$ cat config.mk
export PLATFORM = sky130hd
export DESIGN_NAME = mbp_memory_bus_pin_control
export DESIGN_NICKNAME = d
export VERILOG_FILES = /design/src/rtl/mbp_pkg.sv /design/src/rtl/mbp_memory_bus_pin_control.sv
export SDC_FILE = /design/constraint.sdc
export NUM_CORES = 1
export LEC_CHECK = 0
export ABC_AREA = 1
export BUFFER_PORTS_ARGS = -buffer_cell sky130_fd_sc_hd__buf_2
export CORE_ASPECT_RATIO = 1.5
export CORE_MARGIN = 8
export CORE_UTILIZATION = 59
export CTS_BUF_LIST = sky130_fd_sc_hd__clkbuf_4
export CTS_CLUSTER_DIAMETER = 60
export DETAILED_ROUTE_END_ITERATION = 12
export PLACE_DENSITY = 0.95
export SLEW_MARGIN = 40
export SYNTH_ARGS = -nofsm -noshare
export SYNTH_HDL_FRONTEND = slang
export SYNTH_SLANG_ARGS = --single-unit
$ cat constraint.sdc
create_clock -name i_clock -period 5.4 [get_ports i_clock]
set_clock_uncertainty 0.2 [all_clocks]
set_input_delay 0 -clock i_clock [delete_from_list [all_inputs] [get_ports i_clock]]
set_output_delay 0 -clock i_clock [all_outputs]
set_load 0.01 [all_outputs]
$ cat src/rtl/mbp_pkg.sv
package mbp_pkg;
    // Width of the external data bus and its byte lanes.
    localparam int DATA_W = 32;
    localparam int LANES = 4;
    // The memory clock divides the core clock by the ratio pins plus this offset.
    localparam logic [3:0] DIV_OFFSET = 4'h2;
    // Reset values of the pin-facing state.
    localparam logic MREQ_N_RESET = 1'b1;
    localparam logic [3:0] DIV_CNT_RESET = 4'h0;
    // Loop ratio sets: legacy set is chosen by a high select level.
    localparam logic RATIO_SET_LEGACY = 1'b1;
    // Bus access sequencer states.
    typedef enum logic [1:0] {MBP_IDLE, MBP_ANNOUNCE, MBP_ACCESS} mbp_state_t;
endpackage : mbp_pkg

$ cat src/rtl/mbp_memory_bus_pin_control.sv
`timescale 1ns/1ns
// How it works
// Stall input sampled each bus rising edge.
// Memory drives stall low before edge.
// Odd parity per byte lane output.
// Parity valid for writes in low phase.
// Parity undefined during reads, forced zero.
// Sequential flag is inverted access request.
// Async select: clock input, inverted output low.
// Sync select: drive clock and inverse.
// Sync select held static by system.
// Ratio set select picks divide ratios.
// Undriven ratio select means legacy set.
// Bypass picks external core clock source.
// Test reset pulsed low by system.
// Bus clock equals core over ratio plus two.
// Access request changes in low phase.
// Each low stall sample adds a cycle.
module mbp_memory_bus_pin_control (
    input wire logic i_clock,
    input wire logic i_reset_n,
    input wire logic i_clock_sync_select,
    input wire logic [2:0] i_mem_clock_ratio_pins,
    input wire logic [2:0] i_core_clock_ratio_pins,
    input wire logic i_loop_ratio_set_select,
    input wire logic i_core_clock_bypass,
    input wire logic i_external_core_clock,
    input wire logic i_pll_core_clock,
    input wire logic i_test_port_reset_n,
    input wire logic i_mem_bus_clock_in,
    input wire logic i_bus_stall_n,
    input wire logic i_req_valid,
    input wire logic i_req_write,
    input wire logic [31:0] i_req_wdata,
    output logic o_req_done,
    output logic o_mem_bus_clock_out,
    output logic o_mem_bus_clock_oe,
    output logic o_mem_bus_clock_inverted,
    output logic o_mem_access_pending_n,
    output logic o_burst_follow_flag,
    output logic o_write_not_read,
    output logic [31:0] o_data_out,
    output logic [3:0] o_parity,
    output logic o_core_clock_sel,
    output logic o_loop_ratio_set,
    output logic [2:0] o_core_ratio,
    output logic o_test_port_active
);

    // Core clock ticks per bus period, one more than the ratio pins plus offset minus one.
    logic [3:0] div_limit;
    // Divider counter and derived synchronous bus clock level.
    logic [3:0] div_cnt_reg, div_cnt_next;
    logic mclk_reg, mclk_next;
    // Previous level of the active bus clock, for edge detection.
    logic mclk_prev_reg, mclk_prev_next;
    // Selected bus clock level, edges derived from it.
    logic bus_clk;
    logic bus_rise;
    logic bus_fall;
    // Access sequencer.
    mbp_pkg::mbp_state_t state_reg, state_next;
    // Registered pin outputs and their next values.
    logic mreq_n_reg, mreq_n_next;
    logic seq_reg, seq_next;
    logic wnr_reg, wnr_next;
    logic [31:0] data_reg, data_next;
    logic [3:0] par_reg, par_next;
    logic done_reg, done_next;
    logic mem_bus_clock_inverted_reg, mem_bus_clock_inverted_next;
    logic oe_reg, oe_next;
    logic cfg_sel_reg, cfg_sel_next;
    logic cfg_set_reg, cfg_set_next;
    logic [2:0] cfg_ratio_reg, cfg_ratio_next;
    logic tpa_reg, tpa_next;
    // Pending request latch, so a request is not lost between bus edges.
    logic pend_reg, pend_next;
    logic pend_wr_reg, pend_wr_next;
    logic [31:0] pend_data_reg, pend_data_next;

    // Odd parity over one byte: the lane bit makes the ones count odd.
    function automatic logic [3:0] odd_parity(input logic [31:0] d);
        logic [3:0] p;
        p = 4'h0;
        for (int i = 0; i < mbp_pkg::LANES; i++) begin
            p[i] = ~(^d[i*8 +: 8]);
        end
        return p;
    endfunction : odd_parity

    // Divide limit: ratio plus two periods of core clock, high for the first half, rounded up.
    assign div_limit = {1'b0, i_mem_clock_ratio_pins} + mbp_pkg::DIV_OFFSET - 4'h1;

    // In async mode the pin is an input; otherwise our own divided clock is used.
    assign bus_clk = i_clock_sync_select ? mclk_reg : i_mem_bus_clock_in;
    assign bus_rise = bus_clk & ~mclk_prev_reg;
    assign bus_fall = ~bus_clk & mclk_prev_reg;

    // Clock divider and clock pin drive.
    always_comb begin
        div_cnt_next = div_cnt_reg;
        mclk_next = mclk_reg;
        mclk_prev_next = bus_clk;
        // divide by ratio
        if (i_clock_sync_select) begin
            // The counter covers a full period; the clock is high for the first half, rounded up.
            if (div_cnt_reg >= div_limit) begin
                div_cnt_next = mbp_pkg::DIV_CNT_RESET;
            end else begin
                div_cnt_next = div_cnt_reg + 4'h1;
            end
            mclk_next = (div_cnt_next <= (div_limit >> 1));
        end else begin
            div_cnt_next = mbp_pkg::DIV_CNT_RESET;
            mclk_next = 1'b0;
        end
        // async holds inverse low
        // sync drives both clocks
        oe_next = i_clock_sync_select;
        mem_bus_clock_inverted_next = i_clock_sync_select ? ~mclk_next : 1'b0;
    end

    // Divider registers; the select is assumed static, so no resynchronisation is needed.
    always_ff @(posedge i_clock or negedge i_reset_n) begin
        if (!i_reset_n) begin
            div_cnt_reg <= mbp_pkg::DIV_CNT_RESET;
            mclk_reg <= 1'b0;
            mclk_prev_reg <= 1'b0;
            oe_reg <= 1'b0;
            mem_bus_clock_inverted_reg <= 1'b0;
        end else begin
            div_cnt_reg <= div_cnt_next;
            mclk_reg <= mclk_next;
            mclk_prev_reg <= mclk_prev_next;
            oe_reg <= oe_next;
            mem_bus_clock_inverted_reg <= mem_bus_clock_inverted_next;
        end
    end

    // Access sequencer: announce in low phase, run the access, stretch on stall.
    always_comb begin
        state_next = state_reg;
        mreq_n_next = mreq_n_reg;
        seq_next = seq_reg;
        wnr_next = wnr_reg;
        data_next = data_reg;
        par_next = par_reg;
        done_next = 1'b0;
        pend_next = pend_reg;
        pend_wr_next = pend_wr_reg;
        pend_data_next = pend_data_reg;
        // A new request is held until the sequencer takes it.
        if (i_req_valid && !pend_reg) begin
            pend_next = 1'b1;
            pend_wr_next = i_req_write;
            pend_data_next = i_req_wdata;
        end
        unique case (state_reg)
            mbp_pkg::MBP_IDLE: begin
                // request in low phase
                if (bus_fall && pend_reg) begin
                    mreq_n_next = 1'b0;
                    wnr_next = pend_wr_reg;
                    data_next = pend_data_reg;
                    pend_next = 1'b0;
                    state_next = mbp_pkg::MBP_ANNOUNCE;
                end
            end
            mbp_pkg::MBP_ANNOUNCE: begin
                // The access cycle begins at the next rising edge.
                if (bus_rise) begin
                    state_next = mbp_pkg::MBP_ACCESS;
                end
            end
            mbp_pkg::MBP_ACCESS: begin
                // sample stall on rise
                // one cycle per low
                if (bus_rise && i_bus_stall_n) begin
                    done_next = 1'b1;
                    state_next = mbp_pkg::MBP_IDLE;
                end
                if (bus_fall && !pend_reg && (state_next == mbp_pkg::MBP_ACCESS)) begin
                    mreq_n_next = mreq_n_reg;
                end
            end
        endcase
        // Request is withdrawn in the low phase after completion.
        if (state_reg == mbp_pkg::MBP_IDLE && bus_fall && !pend_reg) begin
            mreq_n_next = 1'b1;
        end
        // inverse while clock high
        if (bus_clk) begin
            seq_next = ~mreq_n_reg;
        end
        // odd lane parity
        // valid in low phase
        // R05 reads give zero
        if (!bus_clk) begin
            par_next = wnr_reg ? odd_parity(data_reg) : 4'h0;
        end
    end

    // Sequencer and pin registers.
    always_ff @(posedge i_clock or negedge i_reset_n) begin
        if (!i_reset_n) begin
            state_reg <= mbp_pkg::MBP_IDLE;
            mreq_n_reg <= mbp_pkg::MREQ_N_RESET;
            seq_reg <= 1'b0;
            wnr_reg <= 1'b0;
            data_reg <= 32'h0;
            par_reg <= 4'h0;
            done_reg <= 1'b0;
            pend_reg <= 1'b0;
            pend_wr_reg <= 1'b0;
            pend_data_reg <= 32'h0;
        end else begin
            state_reg <= state_next;
            mreq_n_reg <= mreq_n_next;
            seq_reg <= seq_next;
            wnr_reg <= wnr_next;
            data_reg <= data_next;
            par_reg <= par_next;
            done_reg <= done_next;
            pend_reg <= pend_next;
            pend_wr_reg <= pend_wr_next;
            pend_data_reg <= pend_data_next;
        end
    end

    // Clock source and ratio set selection, registered for clean outputs.
    always_comb begin
        // bypass selects external core clock
        cfg_sel_next = i_core_clock_bypass;
        // choose ratio set
        // high means legacy
        cfg_set_next = (i_loop_ratio_set_select == mbp_pkg::RATIO_SET_LEGACY);
        cfg_ratio_next = i_core_clock_ratio_pins;
        // The test port is usable only once its own reset was released.
        tpa_next = i_test_port_reset_n;
    end

    // Configuration registers; the actual clock mux sits in the clock tree.
    always_ff @(posedge i_clock or negedge i_reset_n) begin
        if (!i_reset_n) begin
            cfg_sel_reg <= 1'b0;
            cfg_set_reg <= mbp_pkg::RATIO_SET_LEGACY;
            cfg_ratio_reg <= 3'h0;
            tpa_reg <= 1'b0;
        end else begin
            cfg_sel_reg <= cfg_sel_next;
            cfg_set_reg <= cfg_set_next;
            cfg_ratio_reg <= cfg_ratio_next;
            tpa_reg <= tpa_next;
        end
    end

    assign o_req_done = done_reg;
    assign o_mem_bus_clock_out = mclk_reg;
    assign o_mem_bus_clock_oe = oe_reg;
    assign o_mem_bus_clock_inverted = mem_bus_clock_inverted_reg;
    assign o_mem_access_pending_n = mreq_n_reg;
    assign o_burst_follow_flag = seq_reg;
    assign o_write_not_read = wnr_reg;
    assign o_data_out = data_reg;
    assign o_parity = par_reg;
    assign o_core_clock_sel = cfg_sel_reg;
    assign o_loop_ratio_set = cfg_set_reg;
    assign o_core_ratio = cfg_ratio_reg;
    assign o_test_port_active = tpa_reg;
endmodule : mbp_memory_bus_pin_control

==> results of run 1 <==
worst max-delay path, stage by stage:
cell and delay [ns]:
sky130_fd_sc_hd__dlygate4sd3_1 0.52, sky130_fd_sc_hd__buf_2 0.11, sky130_fd_sc_hd__nand3_1 0.09, sky130_fd_sc_hd__dlygate4sd3_1 0.58, sky130_fd_sc_hd__ha_1 0.32, sky130_fd_sc_hd__a21oi_1 0.26, sky130_fd_sc_hd__nand2_1 0.14, sky130_fd_sc_hd__nor2_1 0.13
sky130_fd_sc_hd__ha_1 0.27, sky130_fd_sc_hd__a21oi_1 0.14, sky130_fd_sc_hd__o21ai_0 0.11, sky130_fd_sc_hd__nand2_1 0.11, sky130_fd_sc_hd__nand2_1 0.06, sky130_fd_sc_hd__nor2_1 0.09
final cells by class:
cell class | instances | area, sq um
multi-input combinational | 330 | 1850
clock inverter | 7 | 60.1
tap | 100 | 125
fill | 448 | 1640
clock buffer | 9 | 67.6
sequential | 90 | 2250
timing repair buffer | 152 | 1040
inverter | 50 | 188
per-layer routing:
metal / GRT usage / share of wire / vias to the layer above
met5: 0 / 0 / -
met3: 0.0560 / 0.045 / 32
met4: 0.123 / 0.034 / 0
met1: 0.238 / 0.36 / 1853
li1: - / - / 1812
met2: 0.433 / 0.56 / 117
power groups by stage:
stage	clock network, mW	logic (mW)	registers [mW]
2_1_floorplan	0	0.902	1.24
3_3_place_gp	0	1.25	1.18
3_5_place_dp	0	1.35	1.20
4_1_cts	0.365	1.38	1.19
5_1_grt	0.386	1.58	1.24
6_report	0.355	1.41	1.21
cells in the mapped netlist, drive strengths merged:
| master | number |
|---|---|
| ha | 12 |
| xnor2 | 2 |
| nor3 | 3 |
| inv | 50 |
| dfrtp | 88 |
| mux2 | 33 |
| o22a | 1 |
| a21oi | 4 |
| nand2 | 216 |
| buf | 11 |
| nand4 | 4 |
| nor2 | 9 |
| o21ai | 35 |
| dfstp | 2 |
| nand3 | 11 |
worst paths after layout:
check / slack, ns / from / endpoint / cells past startpoint
setup reg to reg: 3.04 / div_cnt_reg[3] / o_mem_bus_clock_out / 10
min in group asynchronous: 0.47 / i_reset_n / pend_data_reg[0] / 3
max in group asynchronous: 3.61 / i_reset_n / o_data_out[22] / 4
setup / recovery: 2.64 / i_mem_clock_ratio_pins[1] / o_mem_bus_clock_out / 14
hold reg to reg: 0.29 / pend_data_reg[22] / o_data_out[22] / 2
hold / removal: 0.04 / i_mem_clock_ratio_pins[0] / o_mem_bus_clock_inverted / 6
through the flow:
| step | hold WS, ns | std cells |
|---|---|---|
| 2_1_floorplan | -0.496 | 481 |
| 3_5_place_dp | -0.0902 | 668 |
| 5_1_grt | 0.0370 | 738 |
| 6_report | 0.0352 | 738 |
| 3_3_place_gp | -0.0935 | 667 |
| 4_1_cts | 0.0135 | 737 |
kinds of logic after synthesis:
family | after synthesis
AO/OA/AOI/OAI | 40
flip-flops | 90
XOR/XNOR | 2
AND/OR/NAND/NOR | 243
multiplexers | 33
buffers and inverters | 61
adder cells (fa/ha/maj) | 12
timing repair:
action	in CTS	in global routing
hold buffers	53	1
endpoints found under the hold margin	160	1
setup endpoints to repair	0	0
buffers inserted	0	0
==> metrics.txt, run 1 <==
# TYPE chip_impl_metric gauge
chip_impl_info{name="status",value="finished clean"} 1
chip_impl_info{name="worstSetupStartpointType",value="input port"} 1
chip_impl_metric{name="postLayoutCoreUtil",unit=""} 0.773
chip_impl_metric{name="synth-warning-count",unit=""} 0
chip_impl_metric{name="critical_path_arrival",unit="ns"} 2.95
chip_impl_metric{name="design_area",unit="sq mm"} 0.00559
chip_impl_metric{name="detailedRoute.firstIterationViolations",unit=""} 255
chip_impl_metric{name="postRouteWirelength",unit="um"} 11800
chip_impl_metric{name="floorplan.io_pins",unit=""} 99
chip_impl_metric{name="critical_path_peak_fanout",unit=""} 4
chip_impl_metric{name="area.growth.synth_to_final",unit="%"} 27.3
chip_impl_metric{name="synthesized_nets",unit=""} 543
chip_impl_metric{name="pwr-share-seq",unit=""} 0.407
chip_impl_metric{name="total_power",unit="mW"} 2.97
chip_impl_metric{name="num_rows",unit=""} 38
chip_impl_metric{name="final.min_clock_period",unit="ns"} 2.76
chip_impl_metric{name="cts-resized-gates",unit=""} 0
chip_impl_metric{name="grt_antenna_before_repair",unit=""} 0
chip_impl_info{name="synth_top_cells_by_area",value="sky130_fd_sc_hd__dfrtp_1, sky130_fd_sc_hd__nand2_1, sky130_fd_sc_hd__mux2_2"} 1
chip_impl_metric{name="finalWeightedCongestion",unit=""} 0.813
chip_impl_metric{name="slew_violations",unit=""} 0
chip_impl_metric{name="compound_gate_fraction_of_synth_area",unit=""} 0.0696
chip_impl_metric{name="max_clock_freq",unit="GHz"} 0.362
chip_impl_metric{name="first_global_vias",unit=""} 3998
chip_impl_metric{name="max-vdd-ir-drop",unit="uV"} 374
chip_impl_metric{name="timing.max_cap.violations",unit=""} 0
chip_impl_metric{name="synth-seq-area-share",unit=""} 0.514
chip_impl_info{name="rsz0062_at_grt",value="no"} 1
chip_impl_metric{name="clkLatencyLatePin",unit="ns"} 0.45
chip_impl_metric{name="route.detailed.vias_per_inst",unit=""} 5.17
chip_impl_metric{name="synth_top_cell_area_share",unit=""} 0.502
chip_impl_metric{name="grt_pass1_wl",unit="um"} 19100
chip_impl_metric{name="netSwitchingFraction",unit=""} 0.432
chip_impl_info{name="most_frequent_cells_in_the_layout",value="sky130_fd_sc_hd__nand2_1, sky130_fd_sc_hd__buf_2, sky130_fd_sc_hd__dfrtp_1"} 1
chip_impl_metric{name="total_switching_power",unit="mW"} 1.28
chip_impl_metric{name="syn-cell-area",unit="sq mm"} 0.00439
chip_impl_metric{name="power.static_leakage",unit="nW"} 2.95
chip_impl_metric{name="track_usage",unit=""} 0.235
chip_impl_metric{name="setup_violations",unit=""} 0
chip_impl_metric{name="final-hold-violation-count",unit=""} 0
chip_impl_metric{name="final.period_utilization",unit=""} 0.511
chip_impl_metric{name="route.antenna.remaining_nets",unit=""} 0
chip_impl_metric{name="antenna_cells_inserted",unit=""} 0
chip_impl_metric{name="cts-buffers-inserted",unit=""} 9
chip_impl_info{name="clock_tree.root_cell",value="sky130_fd_sc_hd__clkbuf_4"} 1
chip_impl_metric{name="detailed_routing_iterations_pass_1",unit=""} 4
chip_impl_info{name="timing.hold.worst.class",value="in2reg"} 1
chip_impl_metric{name="detail_route.wl_per_cell",unit="um"} 16.0
chip_impl_info{name="commonest_non_fill_non_tap_cell_in_the_layout",value="sky130_fd_sc_hd__nand2_1"} 1
chip_impl_metric{name="fp.dieH",unit="um"} 122
chip_impl_metric{name="synth_fa_ha_area_frac",unit=""} 0.0342
chip_impl_metric{name="share_comb_of_total_power",unit=""} 0.474
chip_impl_metric{name="fp.dieArea",unit="sq mm"} 0.0105
chip_impl_metric{name="vias",unit=""} 3814
chip_impl_metric{name="power_density",unit="mW/mm^2"} 532
chip_impl_metric{name="drc",unit=""} 0
chip_impl_metric{name="setup_tns",unit="ns"} 0
chip_impl_metric{name="synth_simple_gate_area_share",unit=""} 0.227
chip_impl_metric{name="power.share.clock",unit=""} 0.119
chip_impl_metric{name="htreeDepth",unit=""} 3
chip_impl_metric{name="finish.net_count",unit=""} 695
chip_impl_metric{name="internal_power",unit="mW"} 1.69
chip_impl_metric{name="dpl_cell_area",unit="sq mm"} 0.00492
chip_impl_metric{name="place_hpwl",unit="um"} 7330
chip_impl_info{name="main_combinational_cell_family_by_area_after_synthesis",value="simple AND/OR/NAND/NOR gates"} 1
chip_impl_metric{name="cts_sinks",unit=""} 90
chip_impl_metric{name="clk_pin_slew_worst_paths",unit="ns"} 0.13
chip_impl_metric{name="ys_seq_elements",unit=""} 90
chip_impl_metric{name="timing.max_slew.rel_slack",unit=""} 0.587
chip_impl_info{name="setup.worst_path.class",value="in2reg"} 1
chip_impl_metric{name="worst_slew_pin_tran",unit="ns"} 0.620
chip_impl_metric{name="synth_xor_area_frac",unit=""} 0.00399
chip_impl_metric{name="clockBufferDepth",unit=""} 2
chip_impl_metric{name="grt_start_max_net_pins",unit=""} 71
chip_impl_metric{name="grt_overflow",unit=""} 0
chip_impl_metric{name="placeable_core_area",unit="sq mm"} 0.00723
chip_impl_metric{name="muxShareOfSynthArea",unit=""} 0.0847
chip_impl_metric{name="floorplan.initialDensity",unit=""} 0.607
chip_impl_info{name="cts_tree",value="built"} 1
chip_impl_metric{name="required",unit="ns"} 5.59
chip_impl_metric{name="drive_gt1_frac",unit=""} 0.296
chip_impl_metric{name="syn_inst",unit=""} 481
chip_impl_info{name="setup.worst_path.end_class",value="flop"} 1
chip_impl_metric{name="yosysUniqueCellTypes",unit=""} 24
chip_impl_metric{name="place_worst_setup_slack",unit="ns"} 3.08
chip_impl_metric{name="fp.dieW",unit="um"} 86.4
chip_impl_metric{name="placement.io_buffers",unit=""} 96
chip_impl_metric{name="layout_setup_ws",unit="ns"} 2.64
chip_impl_info{name="synth_largest_area_cell",value="sky130_fd_sc_hd__dfrtp_1"} 1
chip_impl_metric{name="postSynthAreaPerCell",unit="sq um"} 9.13
No activity file was read; power rests on OpenSTA's default activity.
==> inputs of run 2 (changes only) <==
--- a/config.mk
+++ b/config.mk
@@ -5,15 +5,15 @@
 export SDC_FILE = /design/constraint.sdc
 export NUM_CORES = 1
 export LEC_CHECK = 0
-export ABC_AREA = 1
+export ABC_AREA = 0
 export BUFFER_PORTS_ARGS = -buffer_cell sky130_fd_sc_hd__buf_2
 export CORE_ASPECT_RATIO = 1.5
 export CORE_MARGIN = 8
-export CORE_UTILIZATION = 59
+export CORE_UTILIZATION = 50
 export CTS_BUF_LIST = sky130_fd_sc_hd__clkbuf_4
 export CTS_CLUSTER_DIAMETER = 60
 export DETAILED_ROUTE_END_ITERATION = 12
-export PLACE_DENSITY = 0.95
+export PLACE_DENSITY = 0.89
 export SLEW_MARGIN = 40
 export SYNTH_ARGS = -nofsm -noshare
 export SYNTH_HDL_FRONTEND = slang
==> constraint.sdc (replaced) <==
create_clock -name i_clock -period 2.4 [get_ports i_clock]
set_clock_uncertainty 0.2 [all_clocks]
set_input_delay 0 -clock i_clock [delete_from_list [all_inputs] [get_ports i_clock]]
set_output_delay 0 -clock i_clock [all_outputs]
set_load 0.01 [all_outputs]
==> run 2 against run 1 <==
- the flow now finishes with violations (negative setup slack)
- sequential cell count unchanged
- die area is 4.4% higher
- area after synthesis is 11% lower
- final area down 3.7%
- largest power group unchanged
- setup slack worse by 2.8 ns
- synthesized cell count is 45% lower
==> metrics.txt, run 2 <==
# TYPE chip_impl_metric gauge
chip_impl_metric{name="area.growth.synth_to_final",unit="%"} 37.6
chip_impl_metric{name="timing.reg2reg.setup_slack",unit="ns"} -0.09
chip_impl_info{name="main_combinational_cell_family_by_area_after_synthesis",value="multiplexers"} 1
chip_impl_metric{name="first_global_vias",unit=""} 3007
chip_impl_info{name="synth_top_cells_by_area",value="sky130_fd_sc_hd__dfrtp_1, sky130_fd_sc_hd__mux2_4, sky130_fd_sc_hd__mux2_2"} 1
chip_impl_metric{name="final.min_clock_period",unit="ns"} 2.51
chip_impl_metric{name="max_clock_freq",unit="GHz"} 0.398
chip_impl_metric{name="vias",unit=""} 2755
chip_impl_metric{name="number_of_flops_mapped_to_enable_cells_by_yosys",unit=""} 0
chip_impl_metric{name="timing.max_cap.violations",unit=""} 0
chip_impl_info{name="worstSetupStartpoint",value="i_mem_clock_ratio_pins[1]"} 1
chip_impl_metric{name="synth_top_cell_area_share",unit=""} 0.563
chip_impl_metric{name="grt_pass1_wl",unit="um"} 15300
chip_impl_metric{name="max-vdd-ir-drop",unit="uV"} 663
chip_impl_metric{name="area.sequential",unit="sq mm"} 0.00225
chip_impl_info{name="crit_end",value="o_mem_bus_clock_out"} 1
chip_impl_info{name="crit-reg2reg-launch",value="div_cnt_reg[0]"} 1
chip_impl_metric{name="detailed_routing_iterations_pass_1",unit=""} 4
chip_impl_metric{name="clockBufferDepth",unit=""} 2
chip_impl_metric{name="final-hold-violation-count",unit=""} 0
chip_impl_info{name="rsz0062_at_grt",value="yes"} 1
chip_impl_metric{name="synth-warning-count",unit=""} 0
chip_impl_metric{name="final.period_utilization",unit=""} 1.05
chip_impl_metric{name="hold-worst-slack",unit="ns"} 0.0928
chip_impl_metric{name="postSynthAreaPerCell",unit="sq um"} 14.8
chip_impl_metric{name="timing.max_slew.rel_slack",unit=""} 0.704
chip_impl_metric{name="synth_fa_ha_area_frac",unit=""} 0.0384
chip_impl_metric{name="placement.io_buffers",unit=""} 96
chip_impl_metric{name="slew_violations",unit=""} 0
chip_impl_info{name="synth_most_common_cell",value="sky130_fd_sc_hd__dfrtp_1"} 1
chip_impl_metric{name="critical_path_peak_fanout",unit=""} 4
chip_impl_metric{name="grt_overflow",unit=""} 0
chip_impl_metric{name="design_area",unit="sq mm"} 0.00538
chip_impl_metric{name="fp.dieArea",unit="sq mm"} 0.0110
chip_impl_info{name="commonest_non_fill_non_tap_cell_in_the_layout",value="sky130_fd_sc_hd__buf_2"} 1
chip_impl_metric{name="finish.net_count",unit=""} 494
chip_impl_metric{name="grt_start_max_net_pins",unit=""} 56
chip_impl_metric{name="syn_inst",unit=""} 264
chip_impl_metric{name="yosysUniqueCellTypes",unit=""} 30
chip_impl_metric{name="postLayoutCoreUtil",unit=""} 0.707
chip_impl_info{name="worstSetupStartpointType",value="input port"} 1
chip_impl_metric{name="synth-seq-area-share",unit=""} 0.576
chip_impl_info{name="synth_largest_area_cell",value="sky130_fd_sc_hd__dfrtp_1"} 1
chip_impl_metric{name="compound_gate_fraction_of_synth_area",unit=""} 0.0285
chip_impl_metric{name="muxShareOfSynthArea",unit=""} 0.226
chip_impl_metric{name="power.static_leakage",unit="nW"} 2.63
chip_impl_metric{name="floorplan.io_pins",unit=""} 99
chip_impl_metric{name="synth_simple_gate_area_share",unit=""} 0.0413
chip_impl_metric{name="setup_violations",unit=""} 2
chip_impl_metric{name="setup_tns",unit="ns"} -0.220
chip_impl_metric{name="route.antenna.remaining_nets",unit=""} 0
chip_impl_metric{name="multi_input_area",unit="sq mm"} 0.00166
chip_impl_info{name="setup.worst_path.end_class",value="flop"} 1
chip_impl_metric{name="r2r.worst_path.cells",unit=""} 11
chip_impl_metric{name="postRouteWirelength",unit="um"} 10200
chip_impl_metric{name="fp.dieH",unit="um"} 124
chip_impl_metric{name="cts_sinks",unit=""} 90
chip_impl_info{name="failed_checks",value="negative setup slack"} 1
chip_impl_metric{name="detailedRoute.firstIterationViolations",unit=""} 115
chip_impl_info{name="setup.worst_path.class",value="in2reg"} 1
chip_impl_metric{name="floorplan.initialDensity",unit=""} 0.514
chip_impl_info{name="synth.cells.most_frequent",value="sky130_fd_sc_hd__dfrtp_1, sky130_fd_sc_hd__mux2_2, sky130_fd_sc_hd__mux2_4"} 1
chip_impl_metric{name="clk_pin_slew_worst_paths",unit="ns"} 0.15
chip_impl_metric{name="placed_cells",unit=""} 462
chip_impl_metric{name="num_rows",unit=""} 39
chip_impl_metric{name="ys_seq_elements",unit=""} 90
chip_impl_info{name="cts_tree",value="built"} 1
chip_impl_metric{name="layout_setup_ws",unit="ns"} -0.113
chip_impl_metric{name="finalWeightedCongestion",unit=""} 0.775
chip_impl_info{name="status",value="complete, but fails checks"} 1
chip_impl_metric{name="async_flop_share",unit=""} 1.00
chip_impl_metric{name="placeable_core_area",unit="sq mm"} 0.00761
chip_impl_metric{name="drc",unit=""} 0
chip_impl_metric{name="syn-cell-area",unit="sq mm"} 0.00391
chip_impl_metric{name="power_density",unit="mW/mm^2"} 1220
chip_impl_info{name="ys_dominant_reg_cell",value="sky130_fd_sc_hd__dfrtp_1"} 1
chip_impl_info{name="endpoint_of_the_lowest_slack_register_to_register_path",value="o_mem_bus_clock_out"} 1
chip_impl_info{name="most_frequent_cells_in_the_layout",value="sky130_fd_sc_hd__buf_2, sky130_fd_sc_hd__dfrtp_1, sky130_fd_sc_hd__dlygate4sd3_1"} 1
chip_impl_metric{name="dpl_cell_area",unit="sq mm"} 0.00456
chip_impl_metric{name="route.detailed.vias_per_inst",unit=""} 5.10
chip_impl_metric{name="track_usage",unit=""} 0.183
chip_impl_info{name="timing.hold.worst.class",value="in2reg"} 1
chip_impl_metric{name="critical_path_arrival",unit="ns"} 2.70
chip_impl_metric{name="finish.cell_count_without_fillers",unit=""} 540
chip_impl_metric{name="cts-buffers-inserted",unit=""} 9
chip_impl_metric{name="grt_antenna_before_repair",unit=""} 1
chip_impl_metric{name="detail_route.wl_per_cell",unit="um"} 18.9
chip_impl_metric{name="drive_gt1_frac",unit=""} 0.474
chip_impl_metric{name="htreeDepth",unit=""} 3
chip_impl_metric{name="total_power",unit="mW"} 6.55
chip_impl_metric{name="synthesized_nets",unit=""} 326
chip_impl_metric{name="clkLatencyLatePin",unit="ns"} 0.44
chip_impl_metric{name="place_hpwl",unit="um"} 5980
chip_impl_metric{name="worst_slew_pin_tran",unit="ns"} 0.444
chip_impl_metric{name="synth_xor_area_frac",unit=""} 0.0694
chip_impl_metric{name="fill_cells",unit=""} 504
chip_impl_metric{name="fp.dieW",unit="um"} 88.2
chip_impl_metric{name="place_worst_setup_slack",unit="ns"} -0.0932
chip_impl_info{name="clock_tree.root_cell",value="sky130_fd_sc_hd__clkbuf_4"} 1
chip_impl_metric{name="required",unit="ns"} 2.59
-- run 2: cell count changes after synthesis, sizes merged, moves of 7 or more --
cell,delta
inv,-43
o21ai,-25
mux2,+33
xnor2,+25
nand2,-205
nand3,-7
-- run 2: how the worst min path moves through the flow --
stage | to | from | slack, ns | cells past startpoint
finish | o_mem_bus_clock_inverted | i_mem_clock_ratio_pins[0] | 0.09 | 6
global route | o_mem_bus_clock_inverted | i_mem_clock_ratio_pins[0] | 0.06 | 6
CTS | o_mem_bus_clock_inverted | i_mem_clock_ratio_pins[0] | 0.002 | 6
detailed placement | o_data_out[17] | i_reset_n | -0.21 | 1
global placement | o_data_out[17] | i_reset_n | -0.23 | 1
floorplan | div_cnt_reg[0] | i_reset_n | -0.50 | 0
-- run 2: repair_timing --
action | 4_1_cts | 5_1_grt
pin swaps | 0 | 7
endpoints found under the setup margin | 2 | 2
gates cloned | 0 | 0
resized for setup | 3 | 11
endpoints found under the hold margin | 147 | 0
hold buffers | 56 | 0
setup buffers | 0 | 5
-- run 2: power by group --
group | leakage [nW] | switching, mW | internal [mW] | total [mW]
clock network | 0.0811 | 0.514 | 0.336 | 0.850
logic | 1.45 | 1.30 | 1.73 | 3.03
registers | 1.09 | 0.507 | 2.17 | 2.68
-- run 2: worst max-delay path: stages --
cell                            delay [ns]
sky130_fd_sc_hd__dlygate4sd3_1        0.53
sky130_fd_sc_hd__buf_2                0.14
sky130_fd_sc_hd__ha_4                 0.27
sky130_fd_sc_hd__inv_1                0.06
sky130_fd_sc_hd__ha_4                 0.28
sky130_fd_sc_hd__a21oi_4              0.06
sky130_fd_sc_hd__o21ai_2              0.21
sky130_fd_sc_hd__nor2_1               0.09
sky130_fd_sc_hd__ha_1                 0.34
sky130_fd_sc_hd__nor2b_4              0.14
sky130_fd_sc_hd__o21a_1               0.20
sky130_fd_sc_hd__o21ai_2              0.20
sky130_fd_sc_hd__and3_1               0.18
-- run 2: metal layers --
layer  GRT usage  share of wire  vias to the layer above
met4      0.0921          0.025                        0
li1            -              -                     1249
met1       0.193           0.38                     1391
met3      0.0416          0.052                       17
met5           0              0                        -
met2       0.323           0.55                       98
-- run 2: logic make-up (layout without fill, tap and decap cells) --
group | count (synthesis) | after routing
AOI/OAI and AO/OA | 19 | 19
xor gates and xnor gates | 31 | 31
adders and majority gates | 12 | 12
buffers and inverters | 14 | 187
DFF | 90 | 90
muxes | 68 | 68
other | 0 | 1
and+or+nand+nor | 30 | 30
-- run 2: cell type report --
| class | instances | share of cell area |
|---|---|---|
| antenna | 1 | 0.000465 |
| clock buffer | 10 | 0.0139 |
| clock inverter | 6 | 0.0123 |
| inverter | 7 | 0.00488 |
| multi-input combinational | 160 | 0.309 |
| sequential | 90 | 0.419 |
| tap | 102 | 0.0237 |
| timing repair buffer | 164 | 0.217 |
==> inputs of run 3 (changes only) <==
--- a/config.mk
+++ b/config.mk
@@ -5,16 +5,16 @@
 export SDC_FILE = /design/constraint.sdc
 export NUM_CORES = 1
 export LEC_CHECK = 0
-export ABC_AREA = 0
+export ABC_AREA = 1
 export BUFFER_PORTS_ARGS = -buffer_cell sky130_fd_sc_hd__buf_2
-export CORE_ASPECT_RATIO = 1.5
+export CORE_ASPECT_RATIO = 1.1
 export CORE_MARGIN = 8
-export CORE_UTILIZATION = 50
+export CORE_UTILIZATION = 51
 export CTS_BUF_LIST = sky130_fd_sc_hd__clkbuf_4
 export CTS_CLUSTER_DIAMETER = 60
 export DETAILED_ROUTE_END_ITERATION = 12
 export PLACE_DENSITY = 0.89
-export SLEW_MARGIN = 40
+export SLEW_MARGIN = 20
 export SYNTH_ARGS = -nofsm -noshare
 export SYNTH_HDL_FRONTEND = slang
 export SYNTH_SLANG_ARGS = --single-unit
==> run 3 against run 2 <==
- the flow still finishes with violations (negative setup slack)
- sequential share of layout area shrank 2.4 points
- fmax grew 4.5%
- setup slack gained 0.11 ns
- utilization shrank 2.4 points
- clock power grew 2%
- non-clock buffer count shrank 5
- final cell count grew 40%
- final area grew 6.2%
- first-iteration DRC count grew 9.6%
- register-to-register slack gained 0.12 ns
- hold slack lost 0.045 ns
==> metrics.txt, run 3 (same netlist as run 1, synthesis figures left out) <==
# TYPE chip_impl_metric gauge
chip_impl_info{name="status",value="complete, but fails checks"} 1
chip_impl_info{name="failed_checks",value="negative setup slack"} 1
chip_impl_metric{name="area.growth.synth_to_final",unit="%"} 30.2
chip_impl_metric{name="required",unit="ns"} 2.55
chip_impl_metric{name="place_hpwl",unit="um"} 7600
chip_impl_info{name="timing.hold.worst.class",value="in2reg"} 1
chip_impl_metric{name="fp.dieW",unit="um"} 104
chip_impl_metric{name="setup_tns",unit="ns"} -0.00486
chip_impl_info{name="most_frequent_cells_in_the_layout",value="sky130_fd_sc_hd__nand2_1, sky130_fd_sc_hd__buf_2, sky130_fd_sc_hd__dfrtp_1"} 1
chip_impl_metric{name="vias",unit=""} 3750
chip_impl_metric{name="grt_antenna_before_repair",unit=""} 0
chip_impl_metric{name="antenna_cells_inserted",unit=""} 0
chip_impl_metric{name="postRouteWirelength",unit="um"} 11400
chip_impl_metric{name="max-vdd-ir-drop",unit="uV"} 714
chip_impl_metric{name="final-hold-violation-count",unit=""} 0
chip_impl_metric{name="route.detailed.vias_per_inst",unit=""} 4.96
chip_impl_metric{name="detailedRoute.firstIterationViolations",unit=""} 126
chip_impl_metric{name="critical_path_peak_fanout",unit=""} 4
chip_impl_info{name="commonest_non_fill_non_tap_cell_in_the_layout",value="sky130_fd_sc_hd__nand2_1"} 1
chip_impl_metric{name="layout_setup_ws",unit="ns"} -0.00486
chip_impl_metric{name="total_switching_power",unit="mW"} 2.90
chip_impl_info{name="clock_tree.root_cell",value="sky130_fd_sc_hd__clkbuf_4"} 1
chip_impl_metric{name="slew_violations",unit=""} 0
chip_impl_metric{name="finalWeightedCongestion",unit=""} 0.801
chip_impl_metric{name="critical_path_arrival",unit="ns"} 2.55
chip_impl_metric{name="detailed_routing_iterations_pass_1",unit=""} 4
chip_impl_metric{name="drive_gt1_frac",unit=""} 0.319
chip_impl_metric{name="clockBufferDepth",unit=""} 2
chip_impl_metric{name="hold-worst-slack",unit="ns"} 0.0474
chip_impl_metric{name="fp.dieArea",unit="sq mm"} 0.0118
chip_impl_metric{name="drc",unit=""} 0
chip_impl_metric{name="timing.max_cap.violations",unit=""} 0
chip_impl_metric{name="fp.dieH",unit="um"} 113
chip_impl_metric{name="internal_power",unit="mW"} 3.86
chip_impl_metric{name="clkLatencyLatePin",unit="ns"} 0.43
chip_impl_metric{name="netSwitchingFraction",unit=""} 0.429
chip_impl_metric{name="max_clock_freq",unit="GHz"} 0.416
chip_impl_metric{name="detail_route.wl_per_cell",unit="um"} 15.1
chip_impl_metric{name="grt_overflow",unit=""} 0
chip_impl_metric{name="setup_violations",unit=""} 1
chip_impl_metric{name="power.share.clock",unit=""} 0.128
chip_impl_metric{name="grt_start_max_net_pins",unit=""} 45
chip_impl_metric{name="floorplan.initialDensity",unit=""} 0.525
chip_impl_info{name="setup.worst_path.end_class",value="flop"} 1
chip_impl_metric{name="htreeDepth",unit=""} 3
chip_impl_metric{name="pwr-share-seq",unit=""} 0.399
chip_impl_metric{name="cts_sinks",unit=""} 90
chip_impl_metric{name="worst_slew_pin_tran",unit="ns"} 0.486
chip_impl_metric{name="final.min_clock_period",unit="ns"} 2.40
chip_impl_metric{name="power.static_leakage",unit="nW"} 3.00
chip_impl_metric{name="cts-buffers-inserted",unit=""} 9
chip_impl_info{name="worstSetupStartpointType",value="input port"} 1
chip_impl_metric{name="total_power",unit="mW"} 6.76
chip_impl_metric{name="num_rows",unit=""} 35
chip_impl_info{name="setup.worst_path.class",value="in2reg"} 1
chip_impl_metric{name="finish.net_count",unit=""} 702
chip_impl_metric{name="placement.io_buffers",unit=""} 96
chip_impl_metric{name="placeable_core_area",unit="sq mm"} 0.00836
chip_impl_metric{name="grt_pass1_wl",unit="um"} 19000
chip_impl_metric{name="clk_pin_slew_worst_paths",unit="ns"} 0.13
chip_impl_metric{name="power_density",unit="mW/mm^2"} 1180
chip_impl_metric{name="final.period_utilization",unit=""} 1.00
chip_impl_metric{name="share_comb_of_total_power",unit=""} 0.473
chip_impl_info{name="cts_tree",value="built"} 1
chip_impl_metric{name="route.antenna.remaining_nets",unit=""} 0
chip_impl_metric{name="first_global_vias",unit=""} 4071
chip_impl_metric{name="track_usage",unit=""} 0.199
chip_impl_metric{name="timing.max_slew.rel_slack",unit=""} 0.675
chip_impl_metric{name="floorplan.io_pins",unit=""} 99
## run 3: cell types whose count changed in the layout (fill, tap and decap cells not counted), moves of 4 or more
cell	delta
sky130_fd_sc_hd__inv_1	+43
sky130_fd_sc_hd__nand2_2	+14
sky130_fd_sc_hd__mux2_2	-4
sky130_fd_sc_hd__nand2_1	+190
sky130_fd_sc_hd__xor2_1	-4
sky130_fd_sc_hd__o21ai_2	+26
sky130_fd_sc_hd__xnor2_1	-26
sky130_fd_sc_hd__mux2_4	-29
sky130_fd_sc_hd__nand3_1	+7
## run 3: per-stage QoR
stage                     cells  setup WS [ns]   util  instance area [sq um]
final                       756       -0.00486  0.683                   5710
after global routing        756        -0.0328  0.683                   5710
after CTS                   754         0.0211  0.678                   5670
after detailed placement    684         0.0894  0.594                   4970
after global placement      684          0.314  0.594                   4970
after floorplan             481          0.397      -                   4390
## run 3: layout make-up
class	count	area, sq um
inverters	50	188
clock inverters	7	76.3
fillers	626	2650
clock buffers	9	67.6
repair buffers	159	1120
multi-input cells	330	1870
well taps	111	139
flip-flops and latches	90	2250
## run 3: timing repair
item	in CTS	in global routing
hold buffers	54	0
setup buffers	0	2
resized for setup	0	9
setup endpoints to repair	0	2
endpoints found under the hold margin	163	0
## run 3: worst paths after layout
path | from | endpoint | slack (ns) | cells past startpoint
worst max-delay path | i_mem_clock_ratio_pins[1] | o_mem_bus_clock_out | -0.005 | 14
max in group asynchronous | i_reset_n | o_loop_ratio_set | 1.18 | 4
worst min-delay path | i_mem_clock_ratio_pins[2] | o_mem_bus_clock_inverted | 0.05 | 6
min in group asynchronous | i_reset_n | pend_data_reg[19] | 0.45 | 4
worst min register to register | pend_data_reg[30] | o_data_out[30] | 0.30 | 2
worst max register to register | div_cnt_reg[3] | o_mem_bus_clock_out | 0.03 | 10
## run 3: power by group through the flow
stage	Combinational, mW	Sequential [mW]	Clock, mW
6_report	3.20	2.69	0.865
3_3_place_gp	2.86	2.64	0
5_1_grt	3.62	2.78	0.943
2_1_floorplan	2.03	2.78	0
3_5_place_dp	3.04	2.71	0
4_1_cts	3.14	2.67	0.881
## run 3: worst max-delay path: stages
cell and delay (ns):
sky130_fd_sc_hd__dlygate4sd3_1 0.53, sky130_fd_sc_hd__buf_2 0.13, sky130_fd_sc_hd__ha_1 0.21, sky130_fd_sc_hd__xnor2_2 0.16
sky130_fd_sc_hd__ha_1 0.21, sky130_fd_sc_hd__a21oi_1 0.28, sky130_fd_sc_hd__nand2_2 0.14, sky130_fd_sc_hd__nor2_1 0.12
sky130_fd_sc_hd__ha_1 0.28, sky130_fd_sc_hd__a21oi_2 0.17, sky130_fd_sc_hd__o21ai_2 0.08, sky130_fd_sc_hd__nand2_2 0.09
sky130_fd_sc_hd__nand2_1 0.05, sky130_fd_sc_hd__nor2_1 0.10
## run 3: per-layer routing
layer	up-vias	part of all wire	GRT usage
li1	1826	-	-
met1	1793	0.36	0.199
met2	105	0.55	0.372
met3	26	0.058	0.0563
met4	0	0.029	0.0957
met5	-	0	0
